$ cat src/hw/dll_pll_clock_config_defines.vh
// register offsets, field positions, reset values and serial framing for the clock configuration block
// assumes: included by bare name from the design files of this block
`ifndef DLL_PLL_CLOCK_CONFIG_DEFINES_VH
`define DLL_PLL_CLOCK_CONFIG_DEFINES_VH

// register offsets (7-bit serial address)
`define ADDR_DATA_CTRL1          7'h0B
`define ADDR_DATA_RX_STATUS      7'h0E
`define ADDR_CONV_CLK_RX_CTRL    7'h10
`define ADDR_REF_CLK_RX_CTRL     7'h11
`define ADDR_MULT_MAIN_CTRL      7'h12
`define ADDR_MULT_LOOP_TUNING    7'h14
`define ADDR_MULT_DIVIDER_CTRL   7'h15

// reset values
`define RST_DATA_CTRL1           8'h39
`define RST_DATA_RX_STATUS       8'h00
`define RST_CONV_CLK_RX_CTRL     8'hFF
`define RST_REF_CLK_RX_CTRL      8'h5F
`define RST_MULT_MAIN_CTRL       8'h00
`define RST_MULT_LOOP_TUNING     8'hE7
`define RST_MULT_DIVIDER_CTRL    8'hC9

// status register bit positions
`define ST_LOCK_BIT              7
`define ST_WARN_BIT              6
`define ST_START_BIT             5
`define ST_END_BIT               4
`define ST_CLK_PRESENT_BIT       2
`define ST_TRACKING_BIT          0

// data control 1: clear-warning strobe
`define CLEAR_WARN_BIT           7

// receiver control fields
`define RX_DUTY_FIX_BIT          7
`define RX_RESERVED_BIT          6
`define RX_XPOINT_EN_BIT         5
`define RX_XPOINT_LVL_MSB        4
`define RX_XPOINT_LVL_LSB        0

// multiplier main control fields
`define MULT_ENABLE_BIT          7
`define MULT_MANUAL_BIT          6
`define MULT_BAND_MSB            5
`define MULT_BAND_LSB            0

// multiplier loop tuning fields
`define MULT_BW_MSB              7
`define MULT_BW_LSB              5
`define MULT_CP_MSB              4
`define MULT_CP_LSB              0

// serial framing: read/write flag, 7 address bits, 8 data bits
`define SER_INSTR_BITS           5'h08
`define SER_FRAME_BITS           5'h10

`endif

$ cat src/hw/dll_pll_clock_config.v
// clock configuration and delay-loop status registers behind the serial register port
// assumes: loop status inputs come from the analog delay loop, synchronous to ref_clk
`timescale 1ns/1ps
`include "dll_pll_clock_config_defines.vh"

module dll_pll_clock_config (
  input  wire       ref_clk,                  // 50 MHz system clock
  input  wire       nrst,                     // synchronous reset, active low
  input  wire       sclk,                     // serial port clock
  input  wire       csb_n,                    // serial port select, active low
  input  wire       sdio_in,                  // serial data pin, input side
  output wire       sdio_out,                 // serial data pin, output side
  output wire       sdio_oe_n,                // serial data pin enable, low while driving
  input  wire       dll_locked,               // delay loop lock level
  input  wire       dll_near_edge,            // delay loop near either delay-line end
  input  wire       dll_at_start,             // delay loop at start of delay line
  input  wire       dll_at_end,               // delay loop at end of delay line
  input  wire       data_clock_present,       // data clock input above 100 MHz detected
  input  wire       delay_loop_tracking,      // closed loop attempting to lock
  input  wire [5:0] auto_band,                // band chosen by automatic calibration
  output reg        conv_clock_duty_fix_en,   // conversion clock duty correction
  output reg        conv_clock_xpoint_en,     // conversion clock crosspoint control
  output reg  [4:0] conv_clock_xpoint_level,  // conversion clock crosspoint level
  output reg        ref_clock_duty_fix_en,    // reference clock duty correction
  output reg        ref_clock_xpoint_en,      // reference clock crosspoint control
  output reg  [4:0] ref_clock_xpoint_level,   // reference clock crosspoint level
  output reg        multiplier_enable,        // multiplier power/enable
  output reg        band_manual_sel,          // one = manual band selection
  output reg  [5:0] vco_band,                 // band in effect
  output reg  [2:0] loop_filter_bandwidth,    // loop filter bandwidth code
  output reg  [4:0] charge_pump_current,      // charge pump current code
  output reg  [7:0] divider_control           // stored multiplier divider byte
);

  reg  [7:0] data_ctrl1_q;
  reg  [7:0] status_q;
  reg  [7:0] conv_rx_q;
  reg  [7:0] ref_rx_q;
  reg  [7:0] main_ctrl_q;
  reg  [7:0] loop_tune_q;
  reg  [7:0] div_ctrl_q;
  reg  [7:0] rdata_q;
  reg  [2:0] warn_d;

  wire       wr_pulse;
  wire       rd_pulse;
  wire [6:0] addr;
  wire [7:0] wdata;
  wire       clear_warn;

  serial_reg_port u_port (
    .ref_clk   (ref_clk),
    .nrst      (nrst),
    .sclk      (sclk),
    .csb_n     (csb_n),
    .sdio_in   (sdio_in),
    .sdio_out  (sdio_out),
    .sdio_oe_n (sdio_oe_n),
    .wr_pulse  (wr_pulse),
    .rd_pulse  (rd_pulse),
    .addr      (addr),
    .wdata     (wdata),
    .rdata     (rdata_q)
  );

  assign clear_warn = wr_pulse && addr == `ADDR_DATA_CTRL1 && wdata[`CLEAR_WARN_BIT];

  // sticky warnings: an event in the clearing cycle survives the clear
  always @* begin
    warn_d = clear_warn ? 3'h0 : status_q[`ST_WARN_BIT:`ST_END_BIT];
    warn_d = warn_d | {dll_near_edge, dll_at_start, dll_at_end};
  end

  // software-written registers
  always @(posedge ref_clk) begin
    if (!nrst) begin
      data_ctrl1_q <= `RST_DATA_CTRL1;
      conv_rx_q    <= `RST_CONV_CLK_RX_CTRL;
      ref_rx_q     <= `RST_REF_CLK_RX_CTRL;
      main_ctrl_q  <= `RST_MULT_MAIN_CTRL;
      loop_tune_q  <= `RST_MULT_LOOP_TUNING;
      div_ctrl_q   <= `RST_MULT_DIVIDER_CTRL;
    end else if (wr_pulse) begin
      case (addr)
        `ADDR_DATA_CTRL1:        data_ctrl1_q <= {1'b0, wdata[6:0]};
        `ADDR_CONV_CLK_RX_CTRL:  conv_rx_q    <= wdata;
        `ADDR_REF_CLK_RX_CTRL:   ref_rx_q     <= wdata;
        `ADDR_MULT_MAIN_CTRL:    main_ctrl_q  <= wdata;
        `ADDR_MULT_LOOP_TUNING:  loop_tune_q  <= wdata;
        `ADDR_MULT_DIVIDER_CTRL: div_ctrl_q   <= wdata;
        default:                 data_ctrl1_q <= data_ctrl1_q;
      endcase
    end
  end

  // status register: never written by software
  always @(posedge ref_clk) begin
    if (!nrst) begin
      status_q <= `RST_DATA_RX_STATUS;
    end else begin
      status_q[`ST_LOCK_BIT]               <= dll_locked;
      status_q[`ST_WARN_BIT]               <= warn_d[2];
      status_q[`ST_START_BIT]              <= warn_d[1];
      status_q[`ST_END_BIT]                <= warn_d[0];
      status_q[3]                          <= 1'b0;
      status_q[`ST_CLK_PRESENT_BIT]        <= data_clock_present;
      status_q[1]                          <= 1'b0;
      status_q[`ST_TRACKING_BIT]           <= delay_loop_tracking;
    end
  end

  // read data, one cycle after the read strobe; unmapped reads return zero
  always @(posedge ref_clk) begin
    if (!nrst) begin
      rdata_q <= 8'h00;
    end else if (rd_pulse) begin
      case (addr)
        `ADDR_DATA_CTRL1:        rdata_q <= data_ctrl1_q;
        `ADDR_DATA_RX_STATUS:    rdata_q <= status_q;
        `ADDR_CONV_CLK_RX_CTRL:  rdata_q <= conv_rx_q;
        `ADDR_REF_CLK_RX_CTRL:   rdata_q <= ref_rx_q;
        `ADDR_MULT_MAIN_CTRL:    rdata_q <= main_ctrl_q;
        `ADDR_MULT_LOOP_TUNING:  rdata_q <= loop_tune_q;
        `ADDR_MULT_DIVIDER_CTRL: rdata_q <= div_ctrl_q;
        default:                 rdata_q <= 8'h00;
      endcase
    end
  end

  // field outputs, each a flip-flop trailing its register by one cycle; vco_band in automatic mode trails auto_band instead
  always @(posedge ref_clk) begin
    if (!nrst) begin
      conv_clock_duty_fix_en  <= 1'b0;
      conv_clock_xpoint_en    <= 1'b0;
      conv_clock_xpoint_level <= 5'h00;
      ref_clock_duty_fix_en   <= 1'b0;
      ref_clock_xpoint_en     <= 1'b0;
      ref_clock_xpoint_level  <= 5'h00;
      multiplier_enable       <= 1'b0;
      band_manual_sel         <= 1'b0;
      vco_band                <= 6'h00;
      loop_filter_bandwidth   <= 3'h0;
      charge_pump_current     <= 5'h00;
      divider_control         <= 8'h00;
    end else begin
      conv_clock_duty_fix_en  <= conv_rx_q[`RX_DUTY_FIX_BIT];
      conv_clock_xpoint_en    <= conv_rx_q[`RX_XPOINT_EN_BIT];
      conv_clock_xpoint_level <= conv_rx_q[`RX_XPOINT_LVL_MSB:`RX_XPOINT_LVL_LSB];
      ref_clock_duty_fix_en   <= ref_rx_q[`RX_DUTY_FIX_BIT];
      ref_clock_xpoint_en     <= ref_rx_q[`RX_XPOINT_EN_BIT];
      ref_clock_xpoint_level  <= ref_rx_q[`RX_XPOINT_LVL_MSB:`RX_XPOINT_LVL_LSB];
      multiplier_enable       <= main_ctrl_q[`MULT_ENABLE_BIT];
      band_manual_sel         <= main_ctrl_q[`MULT_MANUAL_BIT];
      vco_band                <= main_ctrl_q[`MULT_MANUAL_BIT] ?
                                 main_ctrl_q[`MULT_BAND_MSB:`MULT_BAND_LSB] : auto_band;
      loop_filter_bandwidth   <= loop_tune_q[`MULT_BW_MSB:`MULT_BW_LSB];
      charge_pump_current     <= loop_tune_q[`MULT_CP_MSB:`MULT_CP_LSB];
      divider_control         <= div_ctrl_q;
    end
  end

endmodule // dll_pll_clock_config

$ cat src/hw/serial_reg_port.v
// serial register port: 3-wire slave, sclk/csb/sdio sampled on ref_clk
// assumes: pins synchronous to ref_clk, sclk high and low each at least 4 ref_clk periods
`timescale 1ns/1ps
`include "dll_pll_clock_config_defines.vh"

module serial_reg_port (
  input  wire       ref_clk,      // system clock
  input  wire       nrst,         // synchronous reset, active low
  input  wire       sclk,         // serial clock pin level
  input  wire       csb_n,        // chip select, active low
  input  wire       sdio_in,      // data pin, input side
  output reg        sdio_out,     // data pin, output side
  output reg        sdio_oe_n,    // data pin enable, low while driving
  output reg        wr_pulse,     // one-cycle register write strobe
  output reg        rd_pulse,     // one-cycle register read strobe
  output reg  [6:0] addr,         // register address
  output reg  [7:0] wdata,        // register write data
  input  wire [7:0] rdata         // register read data, valid 1 cycle after rd_pulse
);

  reg        sclk_q;
  reg  [4:0] cnt_q;
  reg  [6:0] sh_q;
  reg        rd_mode_q;
  reg  [7:0] out_q;
  wire       rise = sclk & ~sclk_q;
  wire       fall = ~sclk & sclk_q;

  always @(posedge ref_clk) begin
    if (!nrst) begin
      sclk_q    <= 1'b0;
      cnt_q     <= 5'h00;
      sh_q      <= 7'h00;
      rd_mode_q <= 1'b0;
      out_q     <= 8'h00;
      sdio_out  <= 1'b0;
      sdio_oe_n <= 1'b1;
      wr_pulse  <= 1'b0;
      rd_pulse  <= 1'b0;
      addr      <= 7'h00;
      wdata     <= 8'h00;
    end else begin
      sclk_q   <= sclk;
      wr_pulse <= 1'b0;
      rd_pulse <= 1'b0;
      if (csb_n) begin
        cnt_q     <= 5'h00;
        rd_mode_q <= 1'b0;
        sdio_oe_n <= 1'b1;
      end else begin
        if (rise && cnt_q < `SER_FRAME_BITS) begin
          sh_q  <= {sh_q[5:0], sdio_in};
          cnt_q <= cnt_q + 5'h01;
          if (cnt_q == `SER_INSTR_BITS - 5'h01) begin
            addr <= {sh_q[5:0], sdio_in};
            if (sh_q[6]) begin
              rd_pulse  <= 1'b1;
              rd_mode_q <= 1'b1;
            end
          end
          if (cnt_q == `SER_FRAME_BITS - 5'h01 && !rd_mode_q) begin
            wr_pulse <= 1'b1;
            wdata    <= {sh_q[6:0], sdio_in};
          end
        end
        // read data leaves msb first, one bit per falling edge
        if (fall && rd_mode_q) begin
          if (sdio_oe_n) begin
            sdio_out  <= rdata[7];
            out_q     <= {rdata[6:0], 1'b0};
            sdio_oe_n <= 1'b0;
          end else begin
            sdio_out <= out_q[7];
            out_q    <= {out_q[6:0], 1'b0};
          end
        end
      end
    end
  end

endmodule // serial_reg_port

$ cat config.mk
export PLATFORM = sky130hd
export DESIGN_NAME = dll_pll_clock_config
export DESIGN_NICKNAME = d
export VERILOG_FILES = /design/src/hw/dll_pll_clock_config.v /design/src/hw/serial_reg_port.v
export VERILOG_INCLUDE_DIRS = /design/src /design/src/hw
export SDC_FILE = /design/constraint.sdc
export NUM_CORES = 1
export LEC_CHECK = 0
export BUFFER_PORTS_ARGS = -buffer_cell sky130_fd_sc_hd__buf_4
export CAP_MARGIN = 20
export CORE_UTILIZATION = 45
export DETAILED_ROUTE_END_ITERATION = 6
export SLEW_MARGIN = 20
export SYNTH_ARGS = -nofsm -noshare
export SYNTH_HDL_FRONTEND = slang
export SYNTH_SLANG_ARGS = --single-unit
$ cat constraint.sdc
create_clock -name ref_clk -period 1.9 [get_ports ref_clk]
set_input_delay 0.38 -clock ref_clk [delete_from_list [all_inputs] [get_ports ref_clk]]
set_output_delay 0.38 -clock ref_clk [all_outputs]
set_load 0.01 [all_outputs]
**Word-level counts from Yosys, hierarchy flattened**

Index checks and enable logic that the tools add are counted.

- Bits in registers: 142
- Input bits: 17
- Word-level logic and storage cells: 79

- Add/sub/neg operators: 1
- Magnitude comparators: 1
- Equal/unequal tests: 9
- Muxes and demuxes: 7
- Bitwise gates (word level): 9
- Reductions and logical operators: 20

Operators by type and width:

| cell | count |
|---|---|
| $pmux 8 s7 | 1 |
| $eq 7x5->1 const B | 5 |
| $reduce_and 2->1 | 8 |
| $eq 7x4->1 const B | 2 |
| $reduce_and 3->1 | 3 |
| $mux 8 | 1 |
| $mux 6 | 1 |
| $not 1->1 | 6 |
| $add 5x1->5 const B | 1 |
| $eq 5x3->1 const B | 1 |
| $eq 5x4->1 const B | 1 |
| $logic_and 1x1->1 | 5 |
| $lt 5x5->1 const B | 1 |
| $reduce_or 4->1 | 1 |
| $mux 1 | 3 |
| $mux 3 | 1 |
| $or 3x3->3 | 1 |
| $reduce_or 3->1 | 1 |
| $and 1x1->1 | 2 |
| $reduce_or 2->1 | 1 |
| $logic_not 1->1 | 1 |

**Longest topological paths before layout**

Gate-level depths: netlist (run 1).

- Word-level depth: 5
- Gate-level depth with buffers: 7

**Cells and area by module**

A second synthesis (run 1) with hierarchy kept.

- Cells, all modules: 517
- Area total of the unflattened synthesis: 5358.9 µm²

Modules (own cells, without submodules):

| module | times used | cells an instance | area an instance (µm²) |
|---|---|---|---|
| dll_pll_clock_config | 1 | 345 | 3781.1 |
| serial_reg_port | 1 | 172 | 1577.8 |

**Worst setup path after synthesis (run 1)**

OpenSTA, ideal clock, no wires.

- Kind: reg2reg
- From: register u_port.cnt_q[0]
- To: register u_port.cnt_q[4]
- Data arrival time: 1519 ps
- Slack: 310 ps
- Cell stages (with the launch flop): 6
- Buffers on the path: 0
- Clock period less this slack: 1590 ps
- Cell sequence: dfxtp_1 -> ha_1 -> and3_1 -> ha_1 -> or3b_2 -> a21oi_1

- Longest elaborated chain between the ends: 2

Ends and longest elaborated chain:

| what | line | RTL |
|---|---|---|
| start: declaration | serial_reg_port.v:22 | `reg [4:0] cnt_q;` |
| start signal: assignment | serial_reg_port.v:53 | `cnt_q <= cnt_q + 5'h01;` |
| $lt 5x5->1 (no source line) | - |  |
| $logic_and 1x1->1 (no source line) | - |  |

Several ways; a longest one is shown, not always the timed one.
A chain may end at the register's enable or synchronous reset.

**Worst setup path in the final report (run 1)**

- From: register u_port.addr[1]
- To: register rdata_q[7]

- Longest elaborated chain between the ends: 2

Ends and longest elaborated chain:

| what | line | RTL |
|---|---|---|
| start: declaration | serial_reg_port.v:16 | `output reg [6:0] addr,` |
| start signal: assignment | serial_reg_port.v:55 | `addr <= {sh_q[5:0], sdio_in};` |
| $eq 7x5->1 / $eq 7x4->1 (equally long branches) | dll_pll_clock_config.v:117 | `case (addr)` |
| $pmux 8 s7 * | dll_pll_clock_config.v:117 |  |
| end signal: assignment | dll_pll_clock_config.v:118 | `` `ADDR_DATA_CTRL1: rdata_q <= data_ctrl1_q; `` |
| end signal: assignment | dll_pll_clock_config.v:119 | `` `ADDR_DATA_RX_STATUS: rdata_q <= status_q; `` |
| end signal: assignment | dll_pll_clock_config.v:120 | `` `ADDR_CONV_CLK_RX_CTRL: rdata_q <= conv_rx_q; `` |
| end: declaration | dll_pll_clock_config.v:42 | `reg [7:0] rdata_q;` |

Mark *: on every way between the ends. The rest lies on a longest branch, timed or not.

==> results_dict.tcl, run 1 <==
set metrics [dict create \
    grt_usage_pct 21.0 \
    rsz0062_at_grt "false" \
    yosysWarnings 0 \
    min_path_type "input pin to flip-flop" \
    pin_count 57 \
    antenna_found_initial 0 \
    relSlewSlack_pct 62.0 \
    overflow 0 \
    hold_depth 2 \
    fin_skew_ps 7.40 \
    dp_slack_ps 154 \
    synthCells 509 \
    grt_pass1_vias 3527 \
    clock_latency_ps 420 \
    die_h_um 110 \
    nFillCells 987 \
    root_buffer "clkbuf_16" \
    avgSynthCellArea_um2 10.3 \
    synth_top_cells_by_area "dfxtp_1, mux2i_1, nand2_1" \
    cts_setup_buffers 0 \
    via_count 3807 \
    dpl_cell_area_mm2 0.00585 \
    cp.required_ps 2190 \
    rrSetupSlack_ps 180 \
    drt_iter0_drc 156 \
    r2r_end "rdata_q[7]" \
    layout_commonest_cell "dfxtp_1" \
    final_cell_mix "dfxtp_1, buf_4, mux2i_1, nand2_1, nor2_1" \
    start_kind "flip-flop" \
    drv_cap 0 \
    synth_area_mm2 0.00523 \
    yosysTopAreaCellShare_pct 53.2 \
    ir_worst_vdd_v 0.000745 \
    min_to "status_q[2]" \
    hold-worst-slack_ps 170 \
    clock-sinks 139 \
    end_kind "flip-flop" \
    crit_arrival_ps 2010 \
    drv_slew 0 \
    remaining_drc_errors 0 \
    cts_buffer_depth 2 \
    power_density_mw_per_mm2 1060 \
    layout.cells.non_filler 732 \
    wl_um 11800 \
    clk_pin_slew_ps 60 \
    die_w_um 110 \
    hold_viol_final 0 \
    tns_ps 0 \
    layout.nets 595 \
    ys_seq_elements 139 \
    yosys.area.top_type "dfxtp_1" \
    cts_tree "done" \
    utilization_pct 57.4 \
    max_freq_mhz 580 \
    setup_viol 0 \
    avgRoutedWirePerCell_um 16.1 \
    syn_nets 528 \
    synthDistinctLibCells 44 \
    multi_input_area_mm2 0.00230 \
    crit_type "flip-flop to flip-flop" \
    grt_max_degree 64 \
    hpwl_um 8170 \
    drive_gt1_share_pct 21.9 \
    tightest_slew_ps 568 \
    p_leak_nw 2.85 \
    syn2layout_area_growth_pct 24.6 \
    final-seq-area_mm2 0.00278 \
    start_util_pct 46.0 \
    grt_pass1_wl_um 18700 \
    fin_area_mm2 0.00652 \
    num_rows 39 \
    drtAntennaViolNets 0 \
    dieArea_mm2 0.0121 \
    r2r_cells 6 \
    gp_congestion 0.869 \
    fin_crit_sh_pct 90.7 \
    status "finished clean" \
    dp.cells 700 \
    cts.htree.levels 4 \
    antennaDiodeCount 0 \
    period_needed_ps 1720 \
    r2r_start "u_port.addr[1]" \
    setup_slack_ps 177 \
    cts_buffers 17 \
    port_buffers 56 \
    synth-seq-area-share_pct 53.2 \
    vias_per_cell 5.20 \
    core_mm2 0.0114 \
    dr.pass1.iters 4 \
    crit_fanout 7 \
    min_from "data_clock_present" \
    finalPower_mw 6.90 \
]
==> where the power goes <==
part           internal [mW]  switching (mW)  total [mW]
logic                 0.0942           0.100       0.195
registers               2.96          0.0173        2.98
clock network           2.52            1.20        3.73
==> logic make-up (layout without fill, tap and decap cells) <==
logic type      count (synthesis)  in the layout  synth area share, %
xor+xnor                        3              3                0.502
compound gates                 64             64                 7.44
fa+ha+maj                       2              2                0.478
simple gates                  194            194                 19.6
mux                            76             76                 16.0
buf+inv                        31            111                 2.87
flops                         139            139                 53.2
==> state kept, by name, summed over array words and instances, names as in the netlist, 6 cells and up <==
name / cells
u_port.wdata: 8
data_ctrl1_q: 7
div_ctrl_q: 8
u_port.out_q: 7
main_ctrl_q: 8
conv_rx_q: 8
status_q: 6
rdata_q: 8
u_port.sh_q: 7
loop_tune_q: 8
divider_control: 8
u_port.addr: 7
vco_band: 6
ref_rx_q: 8
==> cell type report <==
class | instances | share of cell area, %
Multi-Input combinational cell | 339 | 35.3
Inverter | 2 | 0.115
Clock buffer | 20 | 7.00
Clock inverter | 12 | 3.34
Timing Repair Buffer | 77 | 8.86
Sequential cell | 139 | 42.7
Tap cell | 143 | 2.74
==> per-layer routing <==
| metal | vias up | share of wire (%) | track usage (%) |
|---|---|---|---|
| li1 | 1883 | - | - |
| met1 | 1825 | 48 | 28.6 |
| met2 | 88 | 46 | 31.9 |
| met3 | 11 | 5.0 | 5.45 |
| met4 | 0 | 1.3 | 7.14 |
| met5 | - | 0 | 0 |
==> cell usage after synthesis (all sizes together) <==
master,count
a32o,2
mux2,1
nor3b,2
nor3,1
and3,2
nand3,14
mux2i,69
xnor2,1
and2b,1
a22oi,5
xor2,2
inv,2
nor4b,2
o22ai,1
clkbuf,17
o21ai,10
nand2b,3
ha,2
dfxtp,139
a21oi,31
nand4b,1
nand2,68
mux4,6
buf,12
nor2,52
a211oi,8
nand4,5
a22o,1
and3b,1
or3b,1
and2,37
nor2b,2
a21o,1
nand3b,2
o2bb2ai,5
==> worst max path at each step <==
stage	from	endpoint	slack, ps	depth (start not counted)
finish	u_port.addr[1]	rdata_q[7]	180	6
CTS	u_port.addr[3]	rdata_q[3]	140	5
global route	u_port.addr[1]	rdata_q[7]	30	6
floorplan	u_port.cnt_q[0]	u_port.cnt_q[4]	310	5
global placement	u_port.addr[1]	rdata_q[7]	230	6
detailed placement	u_port.addr[3]	rdata_q[3]	150	5
==> worst max-delay path, stage by stage, from the launching register on <==
cell	delay, ps
dfxtp_1	480
nor3b_2	90
and2_1	270
buf_4	210
a32o_1	200
a211oi_1	250
o21ai_0	100
==> timing repair <==
action | 4_1_cts | 5_1_grt
gates resized for setup | 0 | 1
endpoints found under the hold margin | 0 | 0
endpoints found under the setup margin | 0 | 8
hold buffers | 0 | 0
Note: power is estimated with default switching activity, not from simulation.
==> run 2, diff against run 1 <==
GPL_ROUTABILITY_DRIVEN = 0   (was default)
MAX_ROUTING_LAYER = met4   (was default)
REMOVE_ABC_BUFFERS = 1   (was default)
==> results_dict.tcl, run 2 (synthesis results as in run 1) <==
set metrics [dict create \
    antenna_found_initial 0 \
    post_cts_resized 0 \
    hold_buffers 0 \
    grt_pass1_vias 3649 \
    clock-sinks 139 \
    dr.pass1.iters 4 \
    hold_viol_final 0 \
    remaining_drc_errors 0 \
    antennaDiodeCount 0 \
    clk_pin_slew_ps 60 \
    drive_gt1_share_pct 21.7 \
    crit_type "flip-flop to flip-flop" \
    wl_um 11600 \
    fin_crit_sh_pct 91.5 \
    port_buffers 56 \
    end_kind "flip-flop" \
    tightest_slew_ps 548 \
    hpwl_um 8040 \
    tns_ps 0 \
    core_mm2 0.0114 \
    setup_viol 0 \
    fin_skew_ps 10.1 \
    overflow 0 \
    die_h_um 110 \
    ir_worst_vdd_v 0.000631 \
    dpl_cell_area_mm2 0.00586 \
    cts_buffers 17 \
    via_count 3777 \
    root_buffer "clkbuf_16" \
    start_kind "flip-flop" \
    period_needed_ps 1740 \
    dieArea_mm2 0.0121 \
    layout_commonest_cell "dfxtp_1" \
    num_rows 39 \
    max_freq_mhz 575 \
    status "finished clean" \
    drtAntennaViolNets 0 \
    die_w_um 110 \
    rsz0062_at_grt "false" \
    fin_area_mm2 0.00646 \
    cts.htree.levels 4 \
    layout.nets 596 \
    grt_pass1_wl_um 18900 \
    cp.required_ps 2190 \
    drv_slew 0 \
    drv_cap 0 \
    min_path_type "input pin to flip-flop" \
    drt_iter0_drc 204 \
    vias_per_cell 5.15 \
    crit_fanout 8 \
    setup_slack_ps 162 \
    avgRoutedWirePerCell_um 15.8 \
    cts_buffer_depth 2 \
    pin_count 57 \
    start_util_pct 46.0 \
    grt_usage_pct 21.8 \
    crit_arrival_ps 2030 \
    nFillCells 980 \
    syn2layout_area_growth_pct 23.5 \
    cts_tree "done" \
    relSlewSlack_pct 63.3 \
    clock_latency_ps 410 \
    grt_max_degree 61 \
    p_leak_nw 2.83 \
    dp_slack_ps 130 \
    final_cell_mix "dfxtp_1, buf_4, mux2i_1, nand2_1, nor2_1" \
    power_density_mw_per_mm2 1000 \
]
## run 2: changes by cell type in the layout (fill, tap and decap cells not counted), sizes merged
cell / previous run / this run
bufinv: 6 / 3
clkinv: 3 / 7
buf: 77 / 78
clkinvlp: 3 / 2
## run 2: stage by stage
| stage | cells | hold slack (ps) | utilization [%] | power, mW |
|---|---|---|---|---|
| final | 733 | 171 | 56.8 | 6.47 |
| after global routing | 733 | 180 | 56.8 | 6.70 |
| after CTS | 732 | 159 | 56.8 | 6.53 |
| after detailed placement | 700 | 446 | 51.5 | 3.24 |
| after global placement | 700 | 449 | 51.5 | 3.24 |
| after floorplan | 480 | 425 | - | 3.11 |
## run 2: area by class of cell
class	count	area, µm²	area share, %
sequential	139	2780	43.1
clock inverter	12	148	2.28
tap	143	179	2.77
timing repair buffer	78	598	9.25
clock buffer	20	447	6.91
multi-input combinational	339	2300	35.6
inverter	2	7.51	0.116
## run 2: worst max-delay path: stages (launching register included)
cell and delay (ps):
dfxtp_1 480, buf_4 240, and2b_1 280, a22oi_1 240
o2bb2ai_1 160, a21oi_1 130, o21ai_0 80
## run 2: per-layer routing
metal,wire (µm),track usage [%],share of wire [%],up-vias
met1,5430,26.8,47,1807
met2,5530,34.4,48,63
met5,0,-,0,-
met4,291,9.52,2.5,0
met3,300,4.45,2.6,20
li1,-,-,-,1887
## run 2: power by group
part	internal (mW)	switching [mW]	leakage, nW	total [mW]
Clock	2.09	1.21	0.290	3.30
Combinational	0.0970	0.100	1.41	0.197
Sequential	2.96	0.0159	1.13	2.98
## run 2: worst paths after layout
path	start	end	slack, ps	depth (start not counted)
min reg2reg	rdata_q[2]	rdata_q[2]	450	2
max reg2reg	u_port.addr[2]	rdata_q[0]	160	6
max	u_port.addr[2]	rdata_q[0]	160	6
min	dll_at_end	status_q[4]	170	3
## run 2: what timing repair did
item / in CTS / in global routing
setup endpoints to repair: 0 / 8
setup buffers: 0 / 1
endpoints found under the hold margin: 0 / 0
==> run 3, diff against run 2 <==
CORE_UTILIZATION = 58   (was 45)
PLACE_DENSITY = 0.79   (was default)
==> results_dict.tcl, run 3 (synthesis results as in run 1) <==
set metrics [dict create \
    r2r_end "conv_rx_q[2]" \
    drive_gt1_share_pct 22.2 \
    start_util_pct 60.0 \
    finalPower_mw 5.99 \
    layout_commonest_cell "dfxtp_1" \
    layout.nets 596 \
    r2r_cells 6 \
    ir_worst_vdd_v 0.000602 \
    layout.cells.non_filler 697 \
    crit_arrival_ps 2150 \
    nFillCells 600 \
    dp.cells 666 \
    dieArea_mm2 0.00941 \
    cts_buffer_depth 2 \
    min_to "status_q[0]" \
    grt_pass1_vias 3924 \
    via_count 3945 \
    crit_type "flip-flop to flip-flop" \
    worstPathBufferInverterCount 1 \
    avgRoutedWirePerCell_um 16.9 \
    final-seq-area_mm2 0.00278 \
    wl_um 11800 \
    vias_per_cell 5.66 \
    fin_crit_sh_pct 92.1 \
    end_kind "flip-flop" \
    antenna_found_initial 0 \
    setup_slack_ps 149 \
    rrSetupSlack_ps 150 \
    final_cell_mix "dfxtp_1, buf_4, mux2i_1, nand2_1, nor2_1" \
    core_mm2 0.00872 \
    clock-sinks 139 \
    die_w_um 97.0 \
    hpwl_um 7740 \
    hold_buffers 0 \
    overflow 0 \
    worst_path_max_delay_cell "dfxtp_1" \
    drtAntennaViolNets 0 \
    hold-worst-slack_ps 58.2 \
    cts_buffers 17 \
    root_buffer "clkbuf_8" \
    path_cells "nor3b_2, and2_1, buf_4, nand3_4, mux2i_1, nand2_1" \
    cts.htree.levels 4 \
    crit_fanout 8 \
    cts_setup_buffers 0 \
    grt_usage_pct 26.9 \
    clk_pin_slew_ps 60 \
    period_needed_ps 1750 \
    die_h_um 97.0 \
    relSlewSlack_pct 66.1 \
    max_freq_mhz 571 \
    hold_depth 2 \
    num_rows 34 \
    hold_viol_final 0 \
    cts_tree "done" \
    cp_slowest_stage_delay_ps 420 \
    cp_top_family "simple AND/OR/NAND/NOR gates" \
    post_cts_resized 0 \
    cp.required_ps 2300 \
    drt_iter0_drc 234 \
    min_path_type "input pin to flip-flop" \
    clock_latency_ps 530 \
    start_kind "flip-flop" \
    tightest_slew_ps 508 \
    multi_input_area_mm2 0.00230 \
    tns_ps 0 \
    syn2layout_area_growth_pct 20.8 \
    grt_pass1_wl_um 19200 \
    remaining_drc_errors 0 \
    fin_skew_ps 4.55 \
    dp_slack_ps 66.7 \
    min_from "delay_loop_tracking" \
    port_buffers 56 \
    r2r_start "u_port.addr[4]" \
    status "finished clean" \
    grt_max_degree 38 \
    antennaDiodeCount 0 \
    rsz0062_at_grt "false" \
    setup_viol 0 \
    drv_slew 0 \
    pin_count 57 \
    power_density_mw_per_mm2 948 \
    drv_cap 0 \
    dr.pass1.iters 5 \
    p_leak_nw 2.79 \
]
-- run 3: worst register-to-register path: cells and delay by family, from the launching register on --
kind / cells / cell delay (ps)
and+or+nand+nor: 4 / 770
DFF: 1 / 420
muxes: 1 / 240
buffers and inverters: 1 / 190
-- run 3: layout make-up --
class,instances,share of cell area (%)
repair buffers,78,9.26
well taps,108,2.14
clock buffers,18,6.77
flip-flops and latches,139,44.0
clock inverters,13,1.27
multi-input cells,339,36.4
inverters,2,0.119
-- run 3: power breakdown --
part	switching [mW]	internal, mW	total, mW	leakage, nW
registers	0.0182	2.96	2.98	1.13
clock network	1.22	1.61	2.82	0.252
logic	0.0990	0.0941	0.193	1.40
-- run 3: how the worst max path moves through the flow --
stage                   startpoint         endpoint  slack (ps)  cells past startpoint
floorplan                     sclk  u_port.wdata[0]          30                      5
global placement    u_port.addr[2]       rdata_q[5]         180                      6
detailed placement  u_port.addr[2]       rdata_q[0]          70                      5
CTS                 u_port.addr[2]       rdata_q[0]          50                      5
global route        u_port.addr[0]       rdata_q[0]         0.6                      6
finish              u_port.addr[4]     conv_rx_q[2]         150                      6
-- run 3: metrics by stage --
| stage | cell area, µm² | util [%] |
|---|---|---|
| 3_5_place_dp | 5810 | 66.6 |
| 6_report | 6320 | 72.5 |
| 4_1_cts | 6320 | 72.5 |
| 5_1_grt | 6320 | 72.5 |
| 2_1_floorplan | 5090 | - |
| 3_3_place_gp | 5810 | 66.6 |
-- run 3: routing by layer --
metal / wire [µm] / GRT usage, % / vias to the layer above
met3: 639 / 7.30 / 50
met5: 0 / - / -
met4: 520 / 14.5 / 0
met2: 5710 / 42.9 / 150
met1: 4890 / 30.8 / 1858
li1: - / - / 1887
